$ cat src/csd_regs.vh
// Register offsets, field positions, reset values and codes of the framer.
`ifndef CSD_REGS_VH
`define CSD_REGS_VH
// Register byte addresses on the APB bus.
`define CSD_ADDR_CTRL 8'h00
`define CSD_ADDR_AL_STAT 8'h04
`define CSD_ADDR_AL_CODE 8'h08
`define CSD_ADDR_DIAG_BUS 8'h0C
`define CSD_ADDR_DIAG_CODE 8'h10
`define CSD_ADDR_DIAG_POS 8'h14
`define CSD_ADDR_STAT0 8'h18
// Byte-order setting: one bit per multi-byte width (16, 32, 64), high selects little endian.
`define CSD_SWAP_W 3
`define CSD_SWAP_RESET 3'h7
`define CSD_SWAP_WORD 0
`define CSD_SWAP_DWORD 1
`define CSD_SWAP_LWORD 2
// Application-layer status error bit and its clear bit.
`define CSD_AL_ERR_BIT 4
// Application-layer status codes.
`define CSD_AL_OK 16'h0000
`define CSD_AL_BAD_CHANGE 16'h0011
`define CSD_AL_NO_STATE 16'h0012
`define CSD_AL_MBX_CFG 16'h0016
`define CSD_AL_WDOG 16'h001B
`define CSD_AL_OUT_CFG 16'h001D
`define CSD_AL_IN_CFG 16'h001E
`define CSD_AL_SYNC 16'h0028
// Error event input positions.
`define CSD_EV_BAD_CHANGE 0
`define CSD_EV_NO_STATE 1
`define CSD_EV_MBX_CFG 2
`define CSD_EV_WDOG 3
`define CSD_EV_OUT_CFG 4
`define CSD_EV_IN_CFG 5
`define CSD_EV_SYNC 6
`define CSD_EV_W 7
// Status block and item widths.
`define CSD_STAT_BYTES 4'h8
`define CSD_WID_8 2'h0
`define CSD_WID_16 2'h1
`define CSD_WID_32 2'h2
`define CSD_WID_64 2'h3
// Emergency message fields.
`define CSD_EMCY_BUS_CODE 16'h1000
`define CSD_EMCY_ERR_REG 8'h80
`endif

$ cat src/csd_framer.v
// Status block framer, byte-order stage and diagnostic registers.
//
// The APB slave port and the register addresses are this design's own decisions.
`timescale 1ns/1ps
`include "csd_regs.vh"
module csd_framer (
    // APB clock, reset and slave port.
    input wire pclk,
    input wire presetn,
    input wire psel,
    input wire penable,
    input wire pwrite,
    input wire [7:0] paddr,
    input wire [31:0] pwdata,
    output reg [31:0] prdata,
    output reg pready,
    output reg pslverr,
    // Diagnostic inputs from the local bus side.
    input wire new_diag_msg,
    input wire [15:0] lbus_diag_status,
    input wire [15:0] mod_err_code,
    input wire [15:0] mod_err_pos,
    // Application-layer error events, one-cycle pulses.
    input wire [`CSD_EV_W-1:0] al_err_evt,
    // Application-layer status outputs.
    output reg al_err,
    output reg [15:0] al_code,
    // Non-volatile byte-order setting.
    input wire [`CSD_SWAP_W-1:0] nv_swap,
    input wire nv_swap_valid,
    output reg nv_we,
    output reg [`CSD_SWAP_W-1:0] nv_wdata,
    // Module input data stream.
    input wire cyc_start,
    input wire mod_valid,
    input wire [63:0] mod_data,
    input wire [1:0] mod_width,
    input wire mod_last,
    output reg mod_ready,
    // Input process image byte stream.
    output reg pi_valid,
    output reg [7:0] pi_data,
    output reg pi_first,
    output reg pi_last,
    // Emergency error events and messages.
    input wire lbus_err_evt,
    input wire [15:0] lbus_err_slot,
    input wire [15:0] lbus_err_code,
    input wire io_err_evt,
    input wire [15:0] io_err_code,
    input wire [15:0] io_err_slot,
    input wire [7:0] io_err_loc,
    input wire [7:0] io_err_prio,
    output wire emcy_valid,
    output wire [63:0] emcy_msg
);
    localparam ST_IDLE = 2'h0;
    localparam ST_STAT = 2'h1;
    localparam ST_DATA = 2'h2;

    // Highest-priority pending event picks the code.
    function [15:0] al_code_of;
        input [`CSD_EV_W-1:0] ev;
        begin
            if (ev[`CSD_EV_WDOG])
                al_code_of = `CSD_AL_WDOG;
            else if (ev[`CSD_EV_MBX_CFG])
                al_code_of = `CSD_AL_MBX_CFG;
            else if (ev[`CSD_EV_OUT_CFG])
                al_code_of = `CSD_AL_OUT_CFG;
            else if (ev[`CSD_EV_IN_CFG])
                al_code_of = `CSD_AL_IN_CFG;
            else if (ev[`CSD_EV_SYNC])
                al_code_of = `CSD_AL_SYNC;
            else if (ev[`CSD_EV_NO_STATE])
                al_code_of = `CSD_AL_NO_STATE;
            else if (ev[`CSD_EV_BAD_CHANGE])
                al_code_of = `CSD_AL_BAD_CHANGE;
            else
                al_code_of = `CSD_AL_OK;
        end
    endfunction

    function [3:0] nbytes;
        input [1:0] w;
        begin
            case (w)
                `CSD_WID_16: nbytes = 4'h2;
                `CSD_WID_32: nbytes = 4'h4;
                `CSD_WID_64: nbytes = 4'h8;
                default: nbytes = 4'h1;
            endcase
        end
    endfunction

    // Registers show a 16-bit value in the low half; the rest reads zero.
    function [31:0] ext16;
        input [15:0] v;
        begin
            ext16 = {16'h0000, v};
        end
    endfunction

    reg [`CSD_SWAP_W-1:0] swap;
    reg nv_loaded;
    reg [63:0] stat_blk;
    reg [1:0] state;
    reg [3:0] idx;
    reg [63:0] item;
    reg [3:0] cnt;
    reg item_last;
    reg [1:0] next_state;
    reg [3:0] next_cnt;
    wire [63:0] item_bytes;
    wire setup;
    wire wr;
    wire take;
    wire al_clr;
    wire [15:0] word0;
    wire [15:0] word1;
    wire [15:0] word2;
    wire [15:0] word3;

    assign setup = psel && !penable;
    assign wr = setup && pwrite;
    assign take = mod_valid && mod_ready;
    assign al_clr = wr && (paddr == `CSD_ADDR_AL_STAT) &&
        pwdata[`CSD_AL_ERR_BIT];

    // One snapshot feeds both the image and the diagnostic registers.
    assign word0 = stat_blk[15:0];
    assign word1 = stat_blk[31:16];
    assign word2 = stat_blk[47:32];
    assign word3 = stat_blk[63:48];

    csd_swap u_swap (
        .item(mod_data),
        .width(mod_width),
        .swap(swap),
        .bytes(item_bytes)
    );

    csd_emcy u_emcy (
        .pclk(pclk),
        .presetn(presetn),
        .bus_evt(lbus_err_evt),
        .bus_slot(lbus_err_slot),
        .bus_code(lbus_err_code),
        .io_evt(io_err_evt),
        .io_code(io_err_code),
        .io_slot(io_err_slot),
        .io_loc(io_err_loc),
        .io_prio(io_err_prio),
        .emcy_valid(emcy_valid),
        .emcy_msg(emcy_msg)
    );

    // APB slave: the write takes effect in the setup cycle and the answer
    // is ready in the first access cycle, so no wait state is ever added.
    always @(posedge pclk or negedge presetn) begin
        if (!presetn) begin
            prdata <= 32'h0000_0000;
            pready <= 1'b0;
            pslverr <= 1'b0;
        end else begin
            pready <= setup;
            pslverr <= 1'b0;
            if (setup) begin
                prdata <= 32'h0000_0000;
                case (paddr)
                    `CSD_ADDR_CTRL:
                        prdata <= {29'h0000_0000, swap};
                    `CSD_ADDR_AL_STAT:
                        prdata[`CSD_AL_ERR_BIT] <= al_err;
                    `CSD_ADDR_AL_CODE:
                        prdata <= ext16(al_code);
                    `CSD_ADDR_DIAG_BUS:
                        prdata <= ext16(word1);
                    `CSD_ADDR_DIAG_CODE:
                        prdata <= ext16(word2);
                    `CSD_ADDR_DIAG_POS:
                        prdata <= ext16(word3);
                    `CSD_ADDR_STAT0:
                        prdata <= ext16(word0);
                    default:
                        pslverr <= 1'b1;
                endcase
            end else begin
                pslverr <= 1'b0;
            end
        end
    end

    // The stored setting is taken once after reset, when storage reports
    // it valid, unless a CTRL write came first; until then the little-endian default applies.
    always @(posedge pclk or negedge presetn) begin
        if (!presetn) begin
            swap <= `CSD_SWAP_RESET;
            nv_loaded <= 1'b0;
            nv_we <= 1'b0;
            nv_wdata <= `CSD_SWAP_RESET;
        end else begin
            nv_we <= 1'b0;
            if (wr && paddr == `CSD_ADDR_CTRL) begin
                swap <= pwdata[`CSD_SWAP_W-1:0];
                nv_we <= 1'b1;
                nv_wdata <= pwdata[`CSD_SWAP_W-1:0];
                nv_loaded <= 1'b1;
            end else if (!nv_loaded && nv_swap_valid) begin
                swap <= nv_swap;
                nv_loaded <= 1'b1;
            end
        end
    end

    // Application-layer error: a new event wins over a clear written in
    // the same cycle, so an event is not lost to a coincident clear.
    always @(posedge pclk or negedge presetn) begin
        if (!presetn) begin
            al_err <= 1'b0;
            al_code <= `CSD_AL_OK;
        end else if (|al_err_evt) begin
            al_err <= 1'b1;
            al_code <= al_code_of(al_err_evt);
        end else if (al_clr) begin
            al_err <= 1'b0;
            al_code <= `CSD_AL_OK;
        end
    end

    // The status block is frozen at cycle start so that the image and the
    // diagnostic registers always show one consistent snapshot.
    always @(posedge pclk or negedge presetn) begin
        if (!presetn) begin
            stat_blk <= 64'h0000_0000_0000_0000;
        end else if (cyc_start && state == ST_IDLE) begin
            stat_blk <= {mod_err_pos,
                mod_err_code,
                lbus_diag_status,
                8'h00, 7'h00,
                new_diag_msg};
        end
    end

    always @* begin
        next_state = state;
        next_cnt = cnt;
        case (state)
            ST_IDLE: begin
                if (cyc_start)
                    next_state = ST_STAT;
            end
            ST_STAT: begin
                if (idx == `CSD_STAT_BYTES - 4'h1)
                    next_state = ST_DATA;
            end
            ST_DATA: begin
                if (take)
                    next_cnt = nbytes(mod_width);
                else if (cnt != 4'h0) begin
                    next_cnt = cnt - 4'h1;
                    if (cnt == 4'h1 && item_last)
                        next_state = ST_IDLE;
                end
            end
            default: begin
                next_state = ST_IDLE;
                next_cnt = 4'h0;
            end
        endcase
    end

    // Image stream: eight status bytes, then module bytes in the chosen
    // order. A fresh item is asked for only once the last one is sent.
    always @(posedge pclk or negedge presetn) begin
        if (!presetn) begin
            state <= ST_IDLE;
            idx <= 4'h0;
            item <= 64'h0000_0000_0000_0000;
            cnt <= 4'h0;
            item_last <= 1'b0;
            mod_ready <= 1'b0;
            pi_valid <= 1'b0;
            pi_data <= 8'h00;
            pi_first <= 1'b0;
            pi_last <= 1'b0;
        end else begin
            state <= next_state;
            cnt <= next_cnt;
            mod_ready <= (next_state == ST_DATA) && (next_cnt == 4'h0);
            pi_valid <= 1'b0;
            pi_first <= 1'b0;
            pi_last <= 1'b0;
            case (state)
                ST_IDLE: begin
                    idx <= 4'h0;
                end
                ST_STAT: begin
                    pi_valid <= 1'b1;
                    pi_first <= (idx == 4'h0);
                    pi_data <= stat_blk[idx[2:0]*8 +: 8];
                    idx <= idx + 4'h1;
                end
                ST_DATA: begin
                    if (take) begin
                        item <= item_bytes;
                        item_last <= mod_last;
                    end else if (cnt != 4'h0) begin
                        pi_valid <= 1'b1;
                        pi_data <= item[7:0];
                        pi_last <= (cnt == 4'h1) && item_last;
                        item <= {8'h00, item[63:8]};
                    end
                end
                default: begin
                    idx <= 4'h0;
                end
            endcase
        end
    end
endmodule

$ cat src/csd_swap.v
// Byte-order selection for one 8, 16, 32 or 64-bit module data item.
`timescale 1ns/1ps
`include "csd_regs.vh"
module csd_swap (
    // Item in, value right aligned.
    input wire [63:0] item,
    input wire [1:0] width,
    // Byte-order setting.
    input wire [`CSD_SWAP_W-1:0] swap,
    // Bytes out, first byte to send in bits 7:0.
    output reg [63:0] bytes
);
    integer i;
    reg little;
    reg [3:0] n;
    always @* begin
        little = 1'b1;
        n = 4'h1;
        case (width)
            `CSD_WID_16: begin
                little = swap[`CSD_SWAP_WORD];
                n = 4'h2;
            end
            `CSD_WID_32: begin
                little = swap[`CSD_SWAP_DWORD];
                n = 4'h4;
            end
            `CSD_WID_64: begin
                little = swap[`CSD_SWAP_LWORD];
                n = 4'h8;
            end
            default: begin
                little = 1'b1;
                n = 4'h1;
            end
        endcase
        bytes = item;
        // Big endian sends the most significant byte of the item first.
        if (!little) begin
            for (i = 0; i < 8; i = i + 1) begin
                if (i < n)
                    bytes[i*8 +: 8] = item[(n-1-i)*8 +: 8];
            end
        end
    end
endmodule

$ cat src/csd_emcy.v
// Builder of 8-byte emergency messages for local bus and I/O errors.
`timescale 1ns/1ps
`include "csd_regs.vh"
module csd_emcy (
    // Clock and reset.
    input wire pclk,
    input wire presetn,
    // Local bus error event.
    input wire bus_evt,
    input wire [15:0] bus_slot,
    input wire [15:0] bus_code,
    // Module I/O error event.
    input wire io_evt,
    input wire [15:0] io_code,
    input wire [15:0] io_slot,
    input wire [7:0] io_loc,
    input wire [7:0] io_prio,
    // Message out, byte 0 in bits 7:0.
    output reg emcy_valid,
    output reg [63:0] emcy_msg
);
    reg io_pend;
    reg [55:0] io_hold;
    always @(posedge pclk or negedge presetn) begin
        if (!presetn) begin
            emcy_valid <= 1'b0;
            emcy_msg <= 64'h0000_0000_0000_0000;
            io_pend <= 1'b0;
            io_hold <= 56'h00_0000_0000_0000;
        end else begin
            emcy_valid <= 1'b0;
            // A bus error wins the cycle; a coincident I/O error waits for the first cycle without one.
            if (bus_evt) begin
                emcy_valid <= 1'b1;
                emcy_msg <= {8'h00, bus_code, bus_slot,
                    `CSD_EMCY_ERR_REG, `CSD_EMCY_BUS_CODE};
            end else if (io_pend) begin
                emcy_valid <= 1'b1;
                emcy_msg <= {8'h00, io_hold[55:24],
                    `CSD_EMCY_ERR_REG, io_hold[15:0]};
            end else if (io_evt) begin
                emcy_valid <= 1'b1;
                emcy_msg <= {8'h00, io_prio, io_loc, io_slot,
                    `CSD_EMCY_ERR_REG, io_code};
            end
            if (bus_evt && io_evt) begin
                io_pend <= 1'b1;
                io_hold <= {io_prio, io_loc, io_slot, 8'h00, io_code};
            end else if (!bus_evt) begin
                io_pend <= 1'b0;
            end
        end
    end
endmodule

$ cat config.mk
export PLATFORM = sky130hd
export DESIGN_NAME = csd_framer
export DESIGN_NICKNAME = d
export VERILOG_FILES = /design/src/csd_framer.v /design/src/csd_swap.v /design/src/csd_emcy.v
export VERILOG_INCLUDE_DIRS = /design/src
export SDC_FILE = /design/constraint.sdc
export NUM_CORES = 1
export LEC_CHECK = 0
export ABC_AREA = 1
export BUFFER_PORTS_ARGS = -buffer_cell sky130_fd_sc_hd__clkbuf_2
export CAP_MARGIN = 20
export CORE_MARGIN = 4
export CORE_UTILIZATION = 59
export CTS_CLUSTER_SIZE = 20
export DETAILED_ROUTE_END_ITERATION = 16
export GPL_TIMING_DRIVEN = 0
export PLACE_DENSITY = 0.92
export SLEW_MARGIN = 40
export SYNTH_ARGS = -nofsm -noshare
export SYNTH_HDL_FRONTEND = slang
export SYNTH_SLANG_ARGS = --single-unit
export TNS_END_PERCENT = 5
$ cat constraint.sdc
create_clock -name pclk -period 2.6 [get_ports pclk]
set_input_delay 0.26 -clock pclk [delete_from_list [all_inputs] [get_ports pclk]]
set_output_delay 0.26 -clock pclk [all_outputs]
set_load 0.02 [all_outputs]
==> results of run 1 <==
[kinds of logic after synthesis]
family          count (synthesis)
simple gates                 1190
flops                         268
buf+inv                       341
mux                            58
compound gates                463
xor+xnor                        2
other cells                     1
fa+ha+maj                      17
[metal layers]
layer	GRT usage [%]	overflow
met5	3.526	0
met4	57.68	4
met3	31.05	0
met2	82.05	2
met1	63.40	0
[per-stage QoR]
step           utilization [%]  hold WS [ns]
3_3_place_gp             68.51        0.4359
4_1_cts                  76.01      0.003653
2_1_floorplan                -      -0.03559
3_5_place_dp             68.95        0.1668
[repair_timing]
item | CTS
hold buffers | 93
setup endpoints to repair | 4
pin swaps | 0
resized for setup | 2
endpoints found under the hold margin | 169
cloned | 0
==> flow_metrics.py, run 1 <==
metrics = {
    "logic_synthesis": {
        "synth_most_common_cell": "nand2_1",
        "synth_top_cell_by_area": "dfrtp_1",
        "yosysWarnings": 0,
        "syn_avg_cell_area_sq_um": 7.013,
        "synth_adder_area_share_pct": 1.296,
        "synth_edf_count": 0,
        "synthTopCellsByCount": "nand2_1, dfrtp_1, o21ai_0",
        "synth-xor-area-share_pct": 0.1067,
        "ys_async_sr_fraction_pct": 100.0,
        "yosysUniqueCellTypes": 42,
        "yosysSeqAreaShare_pct": 40.91,
        "synth_ff_type": "dfrtp_1",
        "ys_seq_elements": 268,
        "synth_area_leaders": "dfrtp_1, nand2_1, o21ai_0",
        "muxShareOfSynthArea_pct": 3.957,
        "synth_compound_area_share_pct": 14.87,
        "synth_top_area_share_pct": 39.95,
        "synthCells": 2340,
        "syn_area_sq_um": 16410,
        "synth-simple-area-share_pct": 29.66,
        "synth_top_family_by_area": "simple AND/OR/NAND/NOR gates",
    },
    "status": {
        "haltStage": "5_1_grt",
        "status": "stopped before the end",
        "first-error": "[ERROR GRT-0116] Global routing finished with congestion. Check the congestion regions in the DRC Viewer.",
    },
    "placement": {
        "post_dp_cell_area_sq_um": 18740,
        "dp_cells": 3074,
        "dp_slack_ns": -0.5322,
        "dpl.hpwl_microns": 52870,
        "gp_congestion": 1.133,
        "portBuffers": 318,
    },
    "global_routing": {
        "grt_pass1_wl_microns": 138500,
        "grt_max_degree": 70,
        "overflow": 6,
        "grt_pass1_vias": 23757,
        "grt_use_total_pct": 59.25,
    },
    "clocking": {
        "clockBufferDepth": 3,
        "post-cts-setup-buffers": 0,
        "numCtsBuffers": 28,
        "cts_root_buffer": "clkbuf_16",
        "htree_num_levels": 1,
        "cts.sinks": 268,
    },
    "floorplanning": {
        "pin_count": 388,
        "placementRows": 60,
        "die_h_microns": 174.8,
        "start_util_pct": 60.39,
        "die_w_microns": 174.8,
    },
}
==> inputs of run 2 (changes only) <==
Settings changed: CORE_UTILIZATION 59 to 40, CTS_CLUSTER_SIZE 20 to default, PLACE_DENSITY 0.92 to default, PLACE_DENSITY_LB_ADDON from default to 0.15.
==> run 2 against run 1 <==
Against the previous run:
- the run now ends clean
- synthesized cell count is the same
- synthesized area is the same
==> flow_metrics.py, run 2 <==
metrics = {
    "status": {
        "status": "complete, no violations",
    },
    "critical_path": {
        "worstPathRequired_ns": 3.09,
        "start_kind": "input port",
        "path_max_fanout": 10,
        "endpoint_kind": "register",
        "critical_path_buf_inv_count": 4,
        "crit_type": "input port to register",
        "worstPathCellList": "clkbuf_2 -> inv_1 -> ha_1 -> clkinv_1 -> clkbuf_2 -> nand3_1 -> nand3_1 -> nand2_1 -> nand2_1 -> nand2_1",
        "cpLargestDelayFamily": "buffers and inverters",
        "slowest_delay_ns": 0.56,
        "critPathMostFrequentCell": "nand2_1",
        "cp_slowest_cell": "ha_1",
        "worst_ep_arrival_time_ns": 3.02,
    },
    "floorplanning": {
        "fp.coreArea_sq_um": 40190,
        "die-area_sq_um": 44330,
        "die_h_microns": 210.6,
        "pin_count": 388,
        "placementRows": 73,
        "die_w_microns": 210.6,
        "start_util_pct": 40.83,
    },
    "drt": {
        "drt-total-wl_microns": 72670,
        "drt-initial-drc-count": 1708,
        "wl_per_cell_microns": 21.23,
        "drc": 0,
        "first_pass_iters": 6,
        "route.vias.total": 18497,
        "ant_nets": 0,
        "vias_per_cell": 5.404,
    },
    "layout": {
        "final_common_cell": "nand2_1",
        "reg_top3": "item (64), stat_blk (49), u_emcy.emcy_msg (49)",
        "multi_input_area_sq_um": 8348,
        "largest_reg_flops": 64,
        "num-fill-cells": 3949,
        "area_delta_synth_final_pct": 30.29,
        "layout_common_cells": "nand2_1, clkbuf_2, dfrtp_1, o21ai_0, nand3_1",
        "layout-drive-gt1-share_pct": 19.16,
        "seq_area_sq_um": 6714,
        "regMostFlops": "item",
        "fin_nets": 3146,
    },
    "logic_synthesis": {
        "synth_ff_type": "dfrtp_1",
        "synth_compound_area_share_pct": 14.87,
        "synthTopCellsByCount": "nand2_1, dfrtp_1, o21ai_0",
        "synth-xor-area-share_pct": 0.1067,
        "synth_top_cell_by_area": "dfrtp_1",
        "synth_edf_count": 0,
        "synth_top_area_share_pct": 39.95,
        "synth_area_leaders": "dfrtp_1, nand2_1, o21ai_0",
        "syn_area_sq_um": 16410,
        "synth_most_common_cell": "nand2_1",
        "synthCells": 2340,
        "yosysUniqueCellTypes": 42,
        "synth_adder_area_share_pct": 1.296,
        "yosysSeqAreaShare_pct": 40.91,
        "syn_avg_cell_area_sq_um": 7.013,
        "synth-simple-area-share_pct": 29.66,
        "ys_async_sr_fraction_pct": 100.0,
        "muxShareOfSynthArea_pct": 3.957,
        "yosysWarnings": 0,
        "ys_seq_elements": 268,
        "synth_top_family_by_area": "simple AND/OR/NAND/NOR gates",
    },
    "clocking": {
        "numCtsBuffers": 30,
        "cts.sinks": 268,
        "htree_num_levels": 1,
        "path_clk_slew_ns": 0.06,
        "clk_latency_ns": 0.57,
        "clockBufferDepth": 3,
        "cts_tree": "yes",
        "cts_root_buffer": "clkbuf_16",
    },
    "sta": {
        "slew_headroom_pct": 39.26,
        "finalHoldViolations": 0,
        "report.final.setup_viol": 0,
        "rsz0062_at_grt": "false",
        "finClkSkew_ns": 0.02287,
        "final-max-slew-violation-count": 0,
        "tns_ns": 0,
        "period_minus_slack_ns": 2.523,
        "timing.hold.ws_ns": 0.01427,
        "worst_slew_pin_slew_ns": 0.9112,
        "period_share_pct": 97.04,
        "fmax_mhz": 396.3,
    },
    "power": {
        "p_per_area_nw_per_um2": 685.0,
        "power_mw": 14.65,
        "leakage_nw": 10.74,
        "vdd_drop_max_v": 0.0006198,
    },
    "placement": {
        "portBuffers": 318,
        "dpl.hpwl_microns": 55170,
        "gp_congestion": 1.016,
    },
    "global_routing": {
        "grt_pass1_wl_microns": 108800,
        "grt_max_degree": 67,
        "overflow": 0,
        "antenna_found_initial": 1,
        "grt_use_total_pct": 31.48,
        "grt_pass1_vias": 18332,
    },
    "worst_hold_path": {
        "worstHoldPathType": "input port to register",
    },
    "run": {
        "maxCapViolCount": 0,
    },
}
-- run 2: cell counts after synthesis --
Identical to the previous run, type by type.
-- run 2: repair_timing --
action                                 CTS  global route
hold buffers                           137             0
buffers inserted                         0             3
endpoints found under the hold margin  178             0
resized for setup                        2             3
setup endpoints to repair                5             5
-- run 2: final timing paths --
path | startpoint | end | slack, ns | cells after the start
hold / removal | lbus_err_code[1] | u_emcy.emcy_msg[41] | 0.01 | 3
max in group asynchronous | presetn | nv_wdata[1] | 1.32 | 4
min in group asynchronous | presetn | cnt[1] | 0.21 | 2
hold reg to reg | idx[3] | pi_first | 0.44 | 1
setup / recovery | mod_width[1] | item[46] | 0.08 | 10
setup reg to reg | state[0] | item[63] | 0.19 | 9
-- run 2: logic make-up (layout without fill, tap and decap cells) --
group	Yosys count	count (layout)
AO/OA/AOI/OAI	463	463
multiplexers	58	58
AND/OR/NAND/NOR	1190	1190
XOR/XNOR	2	2
adder cells (fa/ha/maj)	17	17
flip-flops	268	268
buffers and inverters	341	858
other	1	42
-- run 2: power breakdown --
part           switching [mW]  internal, mW
clock network            1.78          2.64
registers               0.712          5.24
logic                    2.70          1.57
-- run 2: tightest hold or removal path, cell delays in order --
cell and delay, ns:
clkbuf_2 0.07, o21ai_0 0.06, o21ai_0 0.15
-- run 2: area by class of cell --
| type | instances | area share (%) |
|---|---|---|
| multi-input cells | 1771 | 39.04 |
| repair buffers | 462 | 14.52 |
| plain buffers | 174 | 4.137 |
| inverters | 166 | 2.932 |
| well taps | 525 | 3.072 |
| clock inverters | 12 | 0.6144 |
| diodes | 1 | 0.01170 |
| clock buffers | 44 | 4.272 |
| flip-flops and latches | 268 | 31.40 |
-- run 2: routing by layer --
metal | up-vias | routed length [microns] | global-route usage (%)
met5 | - | 0 | 0
met4 | 0 | 2788 | 10.35
met3 | 178 | 5602 | 4.569
met2 | 912 | 33780 | 51.69
met1 | 8791 | 30500 | 43.06
li1 | 8616 | - | -
-- run 2: through the flow --
stage                     utilization, %  instances  instance area [sq um]  worst slack [ns]
after floorplan                        -       2380                  16560            0.6530
after global placement             46.80       3223                  18810            -4.539
after detailed placement           47.11       3227                  18930           -0.6370
after CTS                          53.12       3419                  21350           0.09841
after global routing               53.20       3423                  21380           0.05466
final                              53.20       3423                  21380           0.07691
Power figures use the tool's default switching activity.
